<file path="src/verilog/tpg_pkg.sv">
// Constants, register map and carrier types of the three-port GPIO block.
// Assumes a 32-bit AXI4-Lite master with word-aligned accesses.
package tpg_pkg;

	// Register indices; byte address is four times the index
	localparam int unsigned ADDR_W = 12;
	localparam logic [7:0] IDX_THIRD_DATA  = 8'h07;
	localparam logic [7:0] IDX_FOURTH_DATA = 8'h08;
	localparam logic [7:0] IDX_FIFTH_DATA  = 8'h09;
	localparam logic [7:0] IDX_THIRD_DIR   = 8'h87;
	localparam logic [7:0] IDX_FOURTH_DIR  = 8'h88;
	localparam logic [7:0] IDX_FIFTH_CTRL  = 8'h89;
	localparam logic [7:0] IDX_ANALOG_CFG  = 8'h9F;

	// Values after reset
	localparam logic [7:0] DIR_RST    = 8'hFF;
	localparam logic [2:0] EDIR_RST   = 3'h7;
	localparam logic [7:0] ANALOG_RST = 8'h00;
	localparam logic [7:0] LATCH_RST  = 8'h00;

	// Control register fields and write masks
	localparam int unsigned CTRL_IBF  = 7;
	localparam int unsigned CTRL_OBF  = 6;
	localparam int unsigned CTRL_INPUT_OVERFLOW_FLAG = 5;
	localparam int unsigned CTRL_MODE = 4;
	localparam logic [7:0] ANALOG_WR_MASK = 8'hCF;
	localparam logic [3:0] PCFG_DIGITAL   = 4'h6;

	// Pin functions of the third port
	localparam int unsigned TIMER_CLK_BIT   = 0;
	localparam int unsigned SECOND_CAP_BIT  = 1;
	localparam int unsigned FIRST_CAP_BIT   = 2;
	localparam int unsigned SER_CLK_BIT     = 3;
	localparam int unsigned SER_DIN_BIT     = 4;
	localparam int unsigned SER_DOUT_BIT    = 5;
	localparam int unsigned XCVR_TX_BIT     = 6;
	localparam int unsigned XCVR_RX_BIT     = 7;

	// Strobe positions on the fifth port
	localparam int unsigned RD_BIT = 0;
	localparam int unsigned WR_BIT = 1;
	localparam int unsigned CS_BIT = 2;

	// Synchroniser width: fifth, fourth, third port pins
	localparam int unsigned SYNC_W = 19;
	localparam logic [18:0] SYNC_RST = 19'h7FFFF;

	// AXI responses
	localparam logic [1:0] RESP_OKAY   = 2'h0;
	localparam logic [1:0] RESP_SLVERR = 2'h2;

	typedef struct packed {
		logic sel;
		logic dout;
		logic oe;
		logic ovr_en;
		logic ovr_in;
	} tpg_periph_drv_t;

	typedef struct packed {
		logic [7:0] dout;
		logic [7:0] oe;
	} tpg_pin_drv_t;

	typedef struct packed {
		logic xcvr_rx;
		logic xcvr_tx;
		logic ser_dout;
		logic ser_din;
		logic ser_clk;
		logic first_cap;
		logic second_cap;
		logic timer_clk;
	} tpg_periph_in_t;

	typedef enum logic [1:0] {
		SLV_IDLE  = 2'b00,
		SLV_WRITE = 2'b01,
		SLV_READ  = 2'b10
	} tpg_slv_state_t;

endpackage : tpg_pkg

</file>
<file path="src/verilog/tpg_sync.sv">
// Three-flop synchroniser bank for all pin inputs.
// Assumes pins are asynchronous to clk_sys_i.
`timescale 1ns/1ps
module tpg_sync
	import tpg_pkg::*;
(
	// Clock and reset
	input  wire logic              clk_sys_i,
	input  wire logic              rst_n_i,
	// Pins in, filtered levels out
	input  wire logic [SYNC_W-1:0] pin_i,
	output logic      [SYNC_W-1:0] level_o
);

	logic [SYNC_W-1:0] s1_q;
	logic [SYNC_W-1:0] s2_q;
	logic [SYNC_W-1:0] s3_q;

	// Reset high so that active-low strobes start idle
	always_ff @(posedge clk_sys_i or negedge rst_n_i) begin
		if (!rst_n_i) begin
			s1_q <= SYNC_RST;
			s2_q <= SYNC_RST;
			s3_q <= SYNC_RST;
		end else begin
			s1_q <= pin_i;
			s2_q <= s1_q;
			s3_q <= s2_q;
		end
	end

	// A change counts only once stages two and three agree
	for (genvar i = 0; i < SYNC_W; i++) begin : g_flt
		always_ff @(posedge clk_sys_i or negedge rst_n_i) begin
			if (!rst_n_i) begin
				level_o[i] <= SYNC_RST[i];
			end else if (s2_q[i] == s3_q[i]) begin
				level_o[i] <= s3_q[i];
			end
		end
	end

endmodule : tpg_sync

</file>
<file path="src/verilog/tpg_top.sv">
// Three-port GPIO block with slave data port, AXI4-Lite registers.
// Assumes pins asynchronous, peripherals on clk_sys_i.
// Notes on behaviour
// RULE1 - Third port direction one makes pin input, driver off.
// RULE2 - Third port direction zero drives the output latch value.
// RULE3 - Enabled peripheral override forces third port pin direction.
// RULE4 - Software avoids read-modify-write of third direction during override.
// RULE5 - Per-pin select chooses latch data or peripheral data.
// RULE6 - Peripheral output enable acts only when peripheral is selected.
// RULE7 - Bits 0-2 carry timer clock and capture functions.
// RULE8 - Bits 3-5 carry serial clock, serial data in, serial data out.
// RULE9 - Bits 6-7 carry transceiver transmit and receive.
// RULE10 - Third port direction resets to all ones.
// RULE11 - Fourth port has eight independently directed pins.
// RULE12 - Fourth port direction resets to all ones.
// RULE13 - Control bit 4 turns fourth port into slave data port.
// RULE14 - Fifth port three pins directed by control bits 2 to 0.
// RULE15 - Software sets strobe pins digital inputs before slave mode.
// RULE16 - Fifth port pins selected analog read as zero.
// RULE17 - Fifth port direction drives pins even when analog.
// RULE18 - After reset fifth port pins are analog, read zero.
// RULE19 - Read strobe low with select drives output latch on pins.
// RULE20 - Write strobe low with select captures pins into input latch.
// RULE21 - Chip select high makes strobes ignored.
// RULE22 - Control holds full flags, overflow, mode, directions; resets 0000-111.
// RULE23 - Unimplemented bits read as zero.
// RULE24 - Slave mode ignores fourth direction; strobes decide driving.
// RULE25 - Full flags held clear outside slave mode; overflow sticky.
// RULE26 - Data writes load latches; reads return pin levels. In slave mode the fourth port reads the input latch.
//
// Decided for this implementation: the AXI4-Lite interface to the registers.
`timescale 1ns/1ps
module tpg_top
	import tpg_pkg::*;
(
	// Clock and reset
	input  wire logic               clk_sys_i,
	input  wire logic               rst_n_i,
	// AXI4-Lite write address and data
	input  wire logic [ADDR_W-1:0]  s_axi_awaddr_i,
	input  wire logic               s_axi_awvalid_i,
	output logic                    s_axi_awready_o,
	input  wire logic [31:0]        s_axi_wdata_i,
	input  wire logic [3:0]         s_axi_wstrb_i,
	input  wire logic               s_axi_wvalid_i,
	output logic                    s_axi_wready_o,
	// AXI4-Lite write response
	output logic [1:0]              s_axi_bresp_o,
	output logic                    s_axi_bvalid_o,
	input  wire logic               s_axi_bready_i,
	// AXI4-Lite read
	input  wire logic [ADDR_W-1:0]  s_axi_araddr_i,
	input  wire logic               s_axi_arvalid_i,
	output logic                    s_axi_arready_o,
	output logic [31:0]             s_axi_rdata_o,
	output logic [1:0]              s_axi_rresp_o,
	output logic                    s_axi_rvalid_o,
	input  wire logic               s_axi_rready_i,
	// Third port pins and peripherals
	input  wire logic [7:0]         third_pin_i,
	output tpg_pin_drv_t            third_pin_o,
	input  tpg_periph_drv_t [7:0]   periph_i,
	output tpg_periph_in_t          periph_in_o,
	// Fourth and fifth port pins
	input  wire logic [7:0]         fourth_pin_i,
	output tpg_pin_drv_t            fourth_pin_o,
	input  wire logic [2:0]         fifth_pin_i,
	output logic [2:0]              fifth_dout_o,
	output logic [2:0]              fifth_oe_o,
	// Slave port transfer finished
	output logic                    slave_done_o
);

	// Register state
	logic [7:0]     third_lat_q;
	logic [7:0]     third_dir_q;
	logic [7:0]     fourth_lat_q;
	logic [7:0]     fourth_dir_q;
	logic [7:0]     in_latch_q;
	logic [2:0]     fifth_lat_q;
	logic [2:0]     fifth_dir_q;
	logic           mode_q;
	logic           ibf_q;
	logic           obf_q;
	logic           input_overflow_flag_q;
	logic [7:0]     analog_q;
	tpg_slv_state_t state_q;
	logic           done_q;

	// Bus state
	logic              aw_full_q;
	logic              w_full_q;
	logic [ADDR_W-1:0] awaddr_q;
	logic [7:0]        wdata_q;
	logic              wstrb0_q;
	logic              bvalid_q;
	logic [1:0]        bresp_q;
	logic              rvalid_q;
	logic [31:0]       rdata_q;
	logic [1:0]        rresp_q;

	// Synchronised pin levels
	logic [SYNC_W-1:0] lvl;
	logic [7:0]        sync_c;
	logic [7:0]        sync_d;
	logic [2:0]        sync_e;

	tpg_sync u_sync (
		.clk_sys_i (clk_sys_i),
		.rst_n_i   (rst_n_i),
		.pin_i     ({fifth_pin_i, fourth_pin_i, third_pin_i}),
		.level_o   (lvl)
	);

	assign sync_c = lvl[7:0];
	assign sync_d = lvl[15:8];
	assign sync_e = lvl[18:16];

	// Analog decode: only one field value makes the pins digital
	wire       e_digital = (analog_q[3:0] == PCFG_DIGITAL); // [RULE18]
	wire [2:0] e_analog  = {3{~e_digital}};

	// Strobe decode; chip select gates both strobes
	wire cs_act = mode_q & ~sync_e[CS_BIT];        // [RULE13] [RULE21]
	wire wr_act = cs_act & ~sync_e[WR_BIT];        // [RULE20]
	wire rd_act = cs_act & ~sync_e[RD_BIT];        // [RULE19]

	// Bus decode
	wire       do_wr    = aw_full_q & w_full_q & ~bvalid_q;
	wire       ar_hs    = s_axi_arvalid_i & ~rvalid_q;
	wire       aw_ok    = (awaddr_q[ADDR_W-1:10] == 2'h0);
	wire       ar_ok    = (s_axi_araddr_i[ADDR_W-1:10] == 2'h0);
	wire [7:0] w_idx    = awaddr_q[9:2];
	wire [7:0] r_idx    = s_axi_araddr_i[9:2];
	wire       wen      = do_wr & wstrb0_q & aw_ok;
	wire       wr_c     = wen & (w_idx == IDX_THIRD_DATA);
	wire       wr_d     = wen & (w_idx == IDX_FOURTH_DATA);
	wire       wr_e     = wen & (w_idx == IDX_FIFTH_DATA);
	wire       wr_cdir  = wen & (w_idx == IDX_THIRD_DIR);
	wire       wr_ddir  = wen & (w_idx == IDX_FOURTH_DIR);
	wire       wr_ctrl  = wen & (w_idx == IDX_FIFTH_CTRL);
	wire       wr_an    = wen & (w_idx == IDX_ANALOG_CFG);
	wire       rd_d_reg = ar_hs & ar_ok & (r_idx == IDX_FOURTH_DATA);

	// Address map check shared by both directions
	function automatic logic mapped(input logic [7:0] idx);
		mapped = (idx == IDX_THIRD_DATA) | (idx == IDX_FOURTH_DATA) |
		         (idx == IDX_FIFTH_DATA) | (idx == IDX_THIRD_DIR) |
		         (idx == IDX_FOURTH_DIR) | (idx == IDX_FIFTH_CTRL) |
		         (idx == IDX_ANALOG_CFG);
	endfunction : mapped

	// Read data views; pins read live except the fourth port in slave mode (input latch), analog pins as zero
	wire [7:0] d_rd    = mode_q ? in_latch_q : sync_d;            // [RULE26]
	wire [7:0] e_rd    = {5'h00, sync_e & ~e_analog};    // [RULE16] [RULE23]
	wire [7:0] ctrl_rd = {ibf_q, obf_q, input_overflow_flag_q, mode_q, 1'b0,
	                      fifth_dir_q};                  // [RULE22] [RULE23]
	wire [7:0] an_rd   = analog_q & ANALOG_WR_MASK;               // [RULE23]
	wire [7:0] rd_mux  =
		(r_idx == IDX_THIRD_DATA)  ? sync_c :                     // [RULE26]
		(r_idx == IDX_FOURTH_DATA) ? d_rd :
		(r_idx == IDX_FIFTH_DATA)  ? e_rd :
		(r_idx == IDX_THIRD_DIR)   ? third_dir_q :
		(r_idx == IDX_FOURTH_DIR)  ? fourth_dir_q :
		(r_idx == IDX_FIFTH_CTRL)  ? ctrl_rd :
		(r_idx == IDX_ANALOG_CFG)  ? an_rd : 8'h00;
	wire       r_good  = ar_ok & mapped(r_idx);

	// Slave port events
	wire wr_end = (state_q == SLV_WRITE) & ~wr_act;
	wire rd_beg = (state_q == SLV_IDLE) & ~wr_act & rd_act;
	wire rd_end = (state_q == SLV_READ) & ~rd_act;

	// AXI handshake outputs
	assign s_axi_awready_o = ~aw_full_q & ~bvalid_q;
	assign s_axi_wready_o  = ~w_full_q & ~bvalid_q;
	assign s_axi_arready_o = ~rvalid_q;
	assign s_axi_bvalid_o  = bvalid_q;
	assign s_axi_bresp_o   = bresp_q;
	assign s_axi_rvalid_o  = rvalid_q;
	assign s_axi_rdata_o   = rdata_q;
	assign s_axi_rresp_o   = rresp_q;
	assign slave_done_o    = done_q;

	// Write channels are held until both halves arrived
	always_ff @(posedge clk_sys_i or negedge rst_n_i) begin
		if (!rst_n_i) begin
			aw_full_q <= 1'b0;
			w_full_q  <= 1'b0;
			awaddr_q  <= '0;
			wdata_q   <= 8'h00;
			wstrb0_q  <= 1'b0;
			bvalid_q  <= 1'b0;
			bresp_q   <= RESP_OKAY;
		end else begin
			if (s_axi_awvalid_i && s_axi_awready_o) begin
				aw_full_q <= 1'b1;
				awaddr_q  <= s_axi_awaddr_i;
			end
			if (s_axi_wvalid_i && s_axi_wready_o) begin
				w_full_q <= 1'b1;
				wdata_q  <= s_axi_wdata_i[7:0];
				wstrb0_q <= s_axi_wstrb_i[0];
			end
			if (do_wr) begin
				aw_full_q <= 1'b0;
				w_full_q  <= 1'b0;
				bvalid_q  <= 1'b1;
				bresp_q   <= (aw_ok && mapped(w_idx)) ? RESP_OKAY
				                                      : RESP_SLVERR;
			end else if (bvalid_q && s_axi_bready_i) begin
				bvalid_q <= 1'b0;
			end
		end
	end

	// Read answer one cycle after the address is taken
	always_ff @(posedge clk_sys_i or negedge rst_n_i) begin
		if (!rst_n_i) begin
			rvalid_q <= 1'b0;
			rdata_q  <= 32'h0000_0000;
			rresp_q  <= RESP_OKAY;
		end else if (ar_hs) begin
			rvalid_q <= 1'b1;
			rdata_q  <= {24'h00_0000, r_good ? rd_mux : 8'h00};
			rresp_q  <= r_good ? RESP_OKAY : RESP_SLVERR;
		end else if (rvalid_q && s_axi_rready_i) begin
			rvalid_q <= 1'b0;
		end
	end

	// Port latches and direction registers
	always_ff @(posedge clk_sys_i or negedge rst_n_i) begin
		if (!rst_n_i) begin
			third_lat_q  <= LATCH_RST;
			fourth_lat_q <= LATCH_RST;
			fifth_lat_q  <= LATCH_RST[2:0];
			third_dir_q  <= DIR_RST;                      // [RULE10]
			fourth_dir_q <= DIR_RST;                      // [RULE12]
			fifth_dir_q  <= EDIR_RST;                     // [RULE22]
			mode_q       <= 1'b0;
			analog_q     <= ANALOG_RST;                   // [RULE18]
		end else begin
			if (wr_c) third_lat_q <= wdata_q;             // [RULE26]
			if (wr_d) fourth_lat_q <= wdata_q;
			if (wr_e) fifth_lat_q <= wdata_q[2:0];
			if (wr_cdir) third_dir_q <= wdata_q;
			if (wr_ddir) fourth_dir_q <= wdata_q;         // [RULE11]
			if (wr_ctrl) begin
				fifth_dir_q <= wdata_q[2:0];              // [RULE14]
				mode_q      <= wdata_q[CTRL_MODE];        // [RULE13]
			end
			if (wr_an) analog_q <= wdata_q & ANALOG_WR_MASK;
		end
	end

	// Slave transfer sequencer; a write outranks a read
	always_ff @(posedge clk_sys_i or negedge rst_n_i) begin
		if (!rst_n_i) begin
			state_q    <= SLV_IDLE;
			done_q     <= 1'b0;
			in_latch_q <= LATCH_RST;
		end else begin
			done_q <= wr_end | rd_end;
			case (state_q)
				SLV_IDLE: begin
					if (wr_act) begin
						state_q <= SLV_WRITE;
					end else if (rd_act) begin
						state_q <= SLV_READ;
					end
				end
				SLV_WRITE: begin
					// Data and strobe share the same sync latency
					if (!wr_act) begin
						in_latch_q <= sync_d;             // [RULE20]
						state_q    <= SLV_IDLE;
					end
				end
				SLV_READ: begin
					if (!rd_act) begin
						state_q <= SLV_IDLE;
					end
				end
				default: state_q <= SLV_IDLE;
			endcase
		end
	end

	// Flags: every hardware set wins over a clear in the same cycle
	always_ff @(posedge clk_sys_i or negedge rst_n_i) begin
		if (!rst_n_i) begin
			ibf_q  <= 1'b0;
			obf_q  <= 1'b0;
			input_overflow_flag_q <= 1'b0;
		end else begin
			if (!mode_q) begin
				ibf_q <= 1'b0;                            // [RULE25]
				obf_q <= 1'b0;
			end else begin
				if (wr_end) ibf_q <= 1'b1;
				else if (rd_d_reg) ibf_q <= 1'b0;
				if (wr_d) obf_q <= 1'b1;
				else if (rd_beg) obf_q <= 1'b0;
			end
			if (wr_end && ibf_q && mode_q) input_overflow_flag_q <= 1'b1; // [RULE25]
			else if (wr_ctrl) input_overflow_flag_q <= wdata_q[CTRL_INPUT_OVERFLOW_FLAG];
		end
	end

	// Third port drivers, with per-pin peripheral takeover
	for (genvar i = 0; i < 8; i++) begin : g_third
		wire eff_in = periph_i[i].ovr_en ? periph_i[i].ovr_in
		                                 : third_dir_q[i]; // [RULE3] [RULE1]
		// Open-drain peripherals release the pin through their enable
		assign third_pin_o.oe[i] = ~eff_in &
			(periph_i[i].sel ? periph_i[i].oe : 1'b1);   // [RULE2] [RULE6]
		assign third_pin_o.dout[i] = periph_i[i].sel ? periph_i[i].dout
		                                             : third_lat_q[i]; // [RULE5]
	end

	// Peripheral inputs from the third port pins
	assign periph_in_o.timer_clk  = sync_c[TIMER_CLK_BIT];       // [RULE7]
	assign periph_in_o.second_cap = sync_c[SECOND_CAP_BIT];      // [RULE7]
	assign periph_in_o.first_cap  = sync_c[FIRST_CAP_BIT];       // [RULE7]
	assign periph_in_o.ser_clk    = sync_c[SER_CLK_BIT];         // [RULE8]
	assign periph_in_o.ser_din    = sync_c[SER_DIN_BIT];         // [RULE8]
	assign periph_in_o.ser_dout   = sync_c[SER_DOUT_BIT];        // [RULE8]
	assign periph_in_o.xcvr_tx    = sync_c[XCVR_TX_BIT];         // [RULE9]
	assign periph_in_o.xcvr_rx    = sync_c[XCVR_RX_BIT];         // [RULE9]

	// Fourth port: direction register, or read strobe in slave mode
	assign fourth_pin_o.dout = fourth_lat_q;                     // [RULE19]
	assign fourth_pin_o.oe   = mode_q ? {8{rd_act}}
	                                  : ~fourth_dir_q;   // [RULE24] [RULE11]

	// Fifth port: direction bits rule even for analog pins
	assign fifth_dout_o = fifth_lat_q;
	assign fifth_oe_o   = ~fifth_dir_q;                          // [RULE17]

	// Checks
	chk_third_plain: assert property (@(posedge clk_sys_i)
		disable iff (!rst_n_i)
		(periph_i == '0) |-> third_pin_o.oe == ~third_dir_q &&
		third_pin_o.dout == third_lat_q)   // [RULE1] [RULE2]
		else $error("third port pin drive mismatch");

	chk_periph_oe_gate: assert property (@(posedge clk_sys_i)
		disable iff (!rst_n_i)
		(periph_i[0].sel && !periph_i[0].oe) |-> !third_pin_o.oe[0]) // [RULE6]
		else $error("peripheral enable ignored");

	chk_fourth_gpio: assert property (@(posedge clk_sys_i)
		disable iff (!rst_n_i)
		!mode_q |-> fourth_pin_o.oe == ~fourth_dir_q)   // [RULE11]
		else $error("fourth port direction not applied");

	chk_fourth_slave: assert property (@(posedge clk_sys_i)
		disable iff (!rst_n_i)
		(mode_q && sync_e[CS_BIT]) |-> fourth_pin_o.oe == 8'h00) // [RULE24]
		else $error("data pins driven while not selected");

	chk_cs_ignore: assert property (@(posedge clk_sys_i)
		disable iff (!rst_n_i)
		(state_q == SLV_IDLE && sync_e[CS_BIT]) |=>
		state_q == SLV_IDLE)   // [RULE21]
		else $error("strobe taken without chip select");

	chk_write_capture: assert property (@(posedge clk_sys_i)
		disable iff (!rst_n_i)
		(wr_end && mode_q) |=> ibf_q && done_q &&
		in_latch_q == $past(sync_d))   // [RULE20]
		else $error("slave write not captured");

	chk_flags_clear: assert property (@(posedge clk_sys_i)
		disable iff (!rst_n_i)
		!mode_q |=> !ibf_q && !obf_q)   // [RULE25]
		else $error("full flags set outside slave mode");

	chk_overflow: assert property (@(posedge clk_sys_i)
		disable iff (!rst_n_i)
		(wr_end && ibf_q && mode_q) |=> input_overflow_flag_q ##1 input_overflow_flag_q [*2]) // [RULE25]
		else $error("overflow not flagged or not sticky");

	chk_analog_zero: assert property (@(posedge clk_sys_i)
		disable iff (!rst_n_i)
		!e_digital |-> e_rd == 8'h00)   // [RULE16]
		else $error("analog pin reads nonzero");

	chk_read_answer: assert property (@(posedge clk_sys_i)
		disable iff (!rst_n_i)
		(ar_hs && r_idx == IDX_FIFTH_CTRL && ar_ok) |=>
		rvalid_q && rdata_q[3] == 1'b0 && rdata_q[31:8] == 24'h0) // [RULE23]
		else $error("control read wrong");

	cov_slave_write: cover property (@(posedge clk_sys_i)
		disable iff (!rst_n_i) wr_end && mode_q);
	cov_slave_read: cover property (@(posedge clk_sys_i)
		disable iff (!rst_n_i) rd_end);
	cov_overflow: cover property (@(posedge clk_sys_i)
		disable iff (!rst_n_i) $rose(input_overflow_flag_q));
	cov_unmapped: cover property (@(posedge clk_sys_i)
		disable iff (!rst_n_i) bvalid_q && bresp_q == RESP_SLVERR);

endmodule : tpg_top

</file>
<file path="config.mk">
export PLATFORM = sky130hd
export DESIGN_NAME = tpg_top
export DESIGN_NICKNAME = d
export VERILOG_FILES = /design/src/verilog/tpg_pkg.sv /design/src/verilog/tpg_sync.sv /design/src/verilog/tpg_top.sv
export SDC_FILE = /design/constraint.sdc
export NUM_CORES = 1
export LEC_CHECK = 0
export BUFFER_PORTS_ARGS = -buffer_cell sky130_fd_sc_hd__buf_2
export CORE_ASPECT_RATIO = 1.75
export CORE_MARGIN = 5
export CORE_UTILIZATION = 43
export DETAILED_ROUTE_END_ITERATION = 7
export PLACE_DENSITY = 0.69
export SLEW_MARGIN = 30
export SYNTH_ARGS = -nofsm -noshare
export SYNTH_HDL_FRONTEND = slang
export SYNTH_SLANG_ARGS = --single-unit
</file>
<file path="constraint.sdc">
create_clock -name clk_sys_i -period 2.48 [get_ports clk_sys_i]
set_clock_uncertainty 0.15 [all_clocks]
set_input_delay 0.124 -clock clk_sys_i [delete_from_list [all_inputs] [get_ports clk_sys_i]]
set_output_delay 0.124 -clock clk_sys_i [all_outputs]
set_load 0.01 [all_outputs]
</file>
# Word level (Yosys, flattened, before mapping)
# Index checks and enable logic that the tools add are counted.
# W data, S select, Z words.
# word_totals
ff_bits,172
latchBits,0
ram_bits,0
mem_bits_ro,0
output_inout_bits,88
elab_cells,228
mem_count,0
# classes
addsub,0
n_mul,0
div,0
n_lt_le_gt_ge,0
n_eq_ne,41
n_shift,0
n_mux,57
n_bitwise,67
reduce_logical,17
# op_table
cell,n
$mux W8,10
$eq A8 B8 Y1 const B,8
$mux W1,40
$and A1 B1 Y1,32
$eq A8 B4 Y1 const B,4
$eq A1 B1 Y1,19
$not A1 Y1,18
$eq A8 B3 Y1 const B,2
$or A1 B1 Y1,13
$mux W2,6
$reduce_bool A2 Y1,5
$not A8 Y8,1
$logic_and A1 B1 Y1,7
$logic_not A2 Y1,3
$ne A3 B1 Y1 const B,2
$not A3 Y3,2
$pmux W2 S3,1
$eq A4 B3 Y1 const B,1
$ne A2 B2 Y1 const B,2
$and A3 B3 Y3,1
$ne A3 B3 Y1 const B,1
$reduce_and A3 Y1,1
$eq A2 B1 Y1 const B,1
$eq A2 B2 Y1 const B,1
$reduce_and A2 Y1,1

# Depth between registers and ports, before layout
# logic_depth
word_depth,9
depth_mapped,7
mapped_depth_nobuf,5

# Cells and area by module
# Synthesis repeated with hierarchy kept, for this count alone.
# unflattened
hier_cells,530
area_unflattened_um2,7049.3
# modules_own_cells
mod,n_inst,cells_each,area_each_um2
tpg_top,1,435,4838.4
tpg_sync,1,95,2210.9

# Worst setup path after synthesis
# Ideal clock, no wire load.
# synth_timing
path_kind,register to register
startpoint,register bvalid_q (netlist: s_axi_bvalid_o)
endpoint,register third_dir_q[0]
setup_time_ps,82
t_arrival_ps,1719
t_required_ps,2248
setup_slack_ps,529
stages_incl_launch_ff,5
synth_period_minus_slack_ps,1951
path_cell_list,dfrtp_1 -> and3b_2 -> nand4_1 -> nor3_2 -> mux2_2
# synth_via
elab_chain_cells,5
# synth_rtl
item,line_no,text
"start, declared",tpg_top.sv:96,logic bvalid_q;
"start signal, assigned",tpg_top.sv:193,bvalid_q <= 1'b0;
"start signal, assigned",tpg_top.sv:208,bvalid_q <= 1'b1;
"start signal, assigned",tpg_top.sv:212,bvalid_q <= 1'b0;
$not A1 Y1,tpg_top.sv:129,wire do_wr = aw_full_q & w_full_q & ~bvalid_q;
$and A1 B1 Y1,tpg_top.sv:129,
$and A1 B1 Y1 (2 in a row),tpg_top.sv:135,wire wen = do_wr & wstrb0_q & aw_ok;
$and A1 B1 Y1,tpg_top.sv:139,wire wr_cdir = wen & (w_idx == IDX_THIRD_DIR);
"end signal, assigned",tpg_top.sv:247,if (wr_cdir) third_dir_q <= wdata_q;
"end, declared",tpg_top.sv:76,logic [7:0] third_dir_q;
# No other way between the ends.
# A chain may end at the register's enable or synchronous reset.

==> results.txt <==
The flow ran to the end, and the final reports show no timing, DRC or antenna violations. Of all cell types, the one taking the most synthesized area is sky130_fd_sc_hd__dfstp_2. The total via count after detailed routing is 4967.

The first global-routing pass estimated 27.52 mm of wire. Prior to clock tree synthesis, the placed netlist has a worst setup slack of 0.3159 ns. The number of warnings reported in the yosys synthesis log came out at 0. The clock insertion delay at the later pin of the skew report came out at about 0.42 ns.

The number of global-route vias before repair is 5288. Global routing consumed, over all layers together, 18.17% of the routing resources. The share of the synthesized area in the top cell type came out at about a third. By count the netlist is led by 95 x sky130_fd_sc_hd__dfstp_2, 79 x sky130_fd_sc_hd__mux2_2, 73 x sky130_fd_sc_hd__dfrtp_1. The starting utilization of the core area came out at 43.40%.

The gate count after technology mapping is 544. The global placement routability congestion came out at roughly 0.87. Setup repair after global routing left no endpoint under its margin. The internal power of the cells is 5.051 mW.

In the synthesized netlist the dominant register cell turns out to be sky130_fd_sc_hd__dfstp_2. The register area came out at between 4000 and 5000 µm². The number of clock sinks came out at 168. The total of cells resized after clock tree synthesis came out at 0. The number of DRC markers in iteration 0 is 177. The die covers ~19000 µm². The remaining global-route overflow is 0. The number of failing hold endpoints at the final stage is 0.

For this run, the top clock speed supported by timing is 423.5 MHz. The TritonCTS clock tree is done. The overall routed net length is 17.33 mm. After floorplanning, the core was divided into between 60 and 70 placement rows.

Sequential cells account for 49.4% of the total power. The fraction of power spent switching nets is 27.97%. The cell sitting at the root of the clock tree is a sky130_fd_sc_hd__clkbuf_16. The worst-margin pin slew is 0.9162 ns. The number of antenna cells inserted came out at 0. In the final layout, the share of cells above drive strength 1 is 50.98%. The startpoint identified for the worst register-to-register timing path is awaddr_q[11]. In this run the most critical hold path is launched from s_axi_arvalid_i.

The hold buffer count at CTS came out at 46. Setup violations remaining at the end of the flow were counted as 0. The average via count per standard cell came out at 5.022.

The design draws 7.013 mW. The die extent in x is 107.2 µm. The clock slew at the register clock pins of the worst setup and hold paths is 0.07 ns.

The end point of the most critical hold path is s_axi_rvalid_o. After the last flow step, the layout net total stands at about 900. The final critical delay including setup and external delays is 2.361 ns. Entering global routing, the biggest net connects approximately 170 pins.

The combinational fraction of design power is between 10 and 15%. The final critical-path setup slack is 0.1187 ns. The total negative setup slack is 0 ns.

The vertical extent of the die came out at 180.0 µm. The H-tree level count came out at 4. The synthesized design contains 0 enable-type register cells. The power per cell area is 773.0 nW/µm². The type of the worst setup path is register to output pin. The worst setup path is captured at an output pin. The largest fanout on the critical path is 11. The switching power of the nets came out at between 1.5 and 2 mW. The clock network burns 37.1% of the power. The worst pin sits at a relative slew slack of 38.92%. The async set-reset flop share out of synthesis is 100.0%. The synthesized design contains approximately 170 register bits. The share of the Yosys chip area taken by registers is 60.85%.

The total of fill cells in the finished design came out at 1366. sky130_fd_sc_hd__dfstp_2 is the most common cell in the netlist. The boundary pin count is ~210. The maximum vdd drop came out at ~550 µV. In this run the critical register-to-register path is captured at fourth_dir_q[5]. The length of the first detailed-routing pass in iterations is 4. The max capacitance violation total is 0. The detail route stage leaves a number of antenna-violating nets equal to 0.

The number of buffers inserted by port buffering is 156. The combined area of the multi-input logic cells came out at 2446 µm². The area growth from synthesis to final layout came out at 27.70%.

The synthesized area per cell is 13.06 µm². The arrival time of the worst setup path is 2.09 ns. The maximum count of clock buffers along a single path is 2.

Counting cells, the worst reg-to-reg path comes to 4. After layout, the worst path uses 95.22% of the clock period. The number of instances on the worst hold path came out at 3. Clock tree synthesis inserted a total of 17 buffers. The number of remaining DRC errors came out at 0.

After synthesis, the cell types taking the most area are sky130_fd_sc_hd__dfstp_2 35%, sky130_fd_sc_hd__dfrtp_1 26%, sky130_fd_sc_hd__mux2_2 13%, sky130_fd_sc_hd__buf_4 3.6%, sky130_fd_sc_hd__maj3_1 2.7%. The count of pins over their slew limit came out at 0. The detailed-route wire length per cell came out at between 15 and 20 µm. The count of buffers added by post-CTS timing repair for setup came out at 0. After legalization and detailed placement, the total HPWL measured 12.55 mm.

The register-to-register path setup slack is 0.31 ns. The required time at the worst-slack endpoint is 2.21 ns. Summing every instance area after synthesis gives between 7000 and 8000 µm².

The area of the core region came out at 16370 µm². The tightest min-delay check is of the primary input to register type. The post-synthesis cell type count is 62. The utilization after layout is between 50% and 60%. The kind of start point of the critical path is a register.

The number of antenna violations at the first check in global routing is 0. In this run the static leakage power is 4.029 nW.
[worst max path at each step]
stage,cells past startpoint,slack (ns),start,end
finish,3,0.12,mode_q,fourth_pin_o[6]
global placement,5,0.38,awaddr_q[11],fourth_lat_q[5]
detailed placement,5,0.32,awaddr_q[11],fourth_lat_q[7]
floorplan,4,0.53,s_axi_bvalid_o,third_dir_q[0]
global route,3,0.03,mode_q,fourth_pin_o[6]
CTS,3,0.08,mode_q,fourth_pin_o[7]
[critical path, stage by stage, from the launching register on]
cell	delay, ns
sky130_fd_sc_hd__dfrtp_1	0.66
sky130_fd_sc_hd__or3b_2	0.63
sky130_fd_sc_hd__o21ai_0	0.18
sky130_fd_sc_hd__buf_2	0.19
[power by group through the flow]
stage | Sequential, mW | Combinational [mW] | Clock [mW]
final | 3.46 | 0.944 | 2.60
after CTS | 3.47 | 0.953 | 2.66
after global routing | 3.51 | 1.04 | 2.77
after global placement | 3.48 | 0.858 | 0
after floorplan | 3.38 | 0.598 | 0
after detailed placement | 3.51 | 0.890 | 0
[cell type report]
class / count / area share (%)
Tap cell: 224 / 3.089
Clock inverter: 14 / 1.655
Multi-Input combinational cell: 325 / 26.96
Sequential cell: 168 / 47.65
Clock buffer: 18 / 4.730
Inverter: 27 / 1.117
Timing Repair Buffer: 213 / 14.80
[logic make-up after synthesis]
group           after synthesis  synth area share [%]
simple gates                102                 8.665
flops                       168                 60.85
compound gates               92                 8.137
other cells                   1               0.05278
buf+inv                      76                 6.111
fa+ha+maj                    19                 2.677
mux                          86                 13.51
[cells in the final DEF (no fill, tap or decap), types with 4 or more instances in the layout]
cell | Yosys | layout
sky130_fd_sc_hd__o31ai_1 | 6 | 6
sky130_fd_sc_hd__inv_1 | 27 | 27
sky130_fd_sc_hd__nand2_1 | 29 | 29
sky130_fd_sc_hd__dfstp_2 | 95 | 95
sky130_fd_sc_hd__nand3_1 | 13 | 13
sky130_fd_sc_hd__clkbuf_16 | 0 | 17
sky130_fd_sc_hd__o22ai_1 | 9 | 9
sky130_fd_sc_hd__inv_6 | 0 | 5
sky130_fd_sc_hd__nor3_1 | 6 | 6
sky130_fd_sc_hd__inv_8 | 0 | 5
sky130_fd_sc_hd__nor3b_1 | 5 | 4
sky130_fd_sc_hd__buf_4 | 34 | 10
sky130_fd_sc_hd__o21ai_0 | 29 | 29
sky130_fd_sc_hd__nor2_1 | 18 | 18
sky130_fd_sc_hd__buf_2 | 5 | 155
sky130_fd_sc_hd__dlygate4sd3_1 | 0 | 46
sky130_fd_sc_hd__a21oi_1 | 18 | 18
sky130_fd_sc_hd__a22oi_1 | 4 | 4
sky130_fd_sc_hd__conb_1 | 1 | 26
sky130_fd_sc_hd__dfrtp_1 | 73 | 73
sky130_fd_sc_hd__mux2_2 | 79 | 79
sky130_fd_sc_hd__maj3_1 | 19 | 19
sky130_fd_sc_hd__mux2i_1 | 7 | 7
[state kept, by name, summed over array words and instances, names as in the netlist, 2 cells and up]
register	cells
third_lat_q	8
fourth_dir_q	8
u_sync.level_o	19
analog_q	6
u_sync.s3_q	19
in_latch_q	8
state_q	2
fifth_dout_o	3
awaddr_q	10
third_dir_q	8
fourth_lat_q	8
fifth_dir_q	3
u_sync.s2_q	19
wdata_q	8
u_sync.s1_q	19
s_axi_rdata_o	8
[stage by stage]
step                instances  hold WS [ns]  area (µm²)
floorplan                 569       -0.3216        7198
global placement          911       -0.2489        8033
detailed placement        911       -0.2500        8033
CTS                       989       0.04239        9072
global route              989       0.06854        9072
finish                    989       0.04924        9072
[metal layers]
layer  share of wire (%)  GRT usage [%]  routed length, µm  vias to the layer above
li1                    -              -                  -                     2288
met1                  37          20.46               6367                     2449
met2                  54          32.05               9305                      193
met3                 6.5          4.840               1122                       37
met4                 3.1          7.373                534                        0
met5                   0              0                  0                        -
Note: power is estimated with default switching activity, not from simulation.
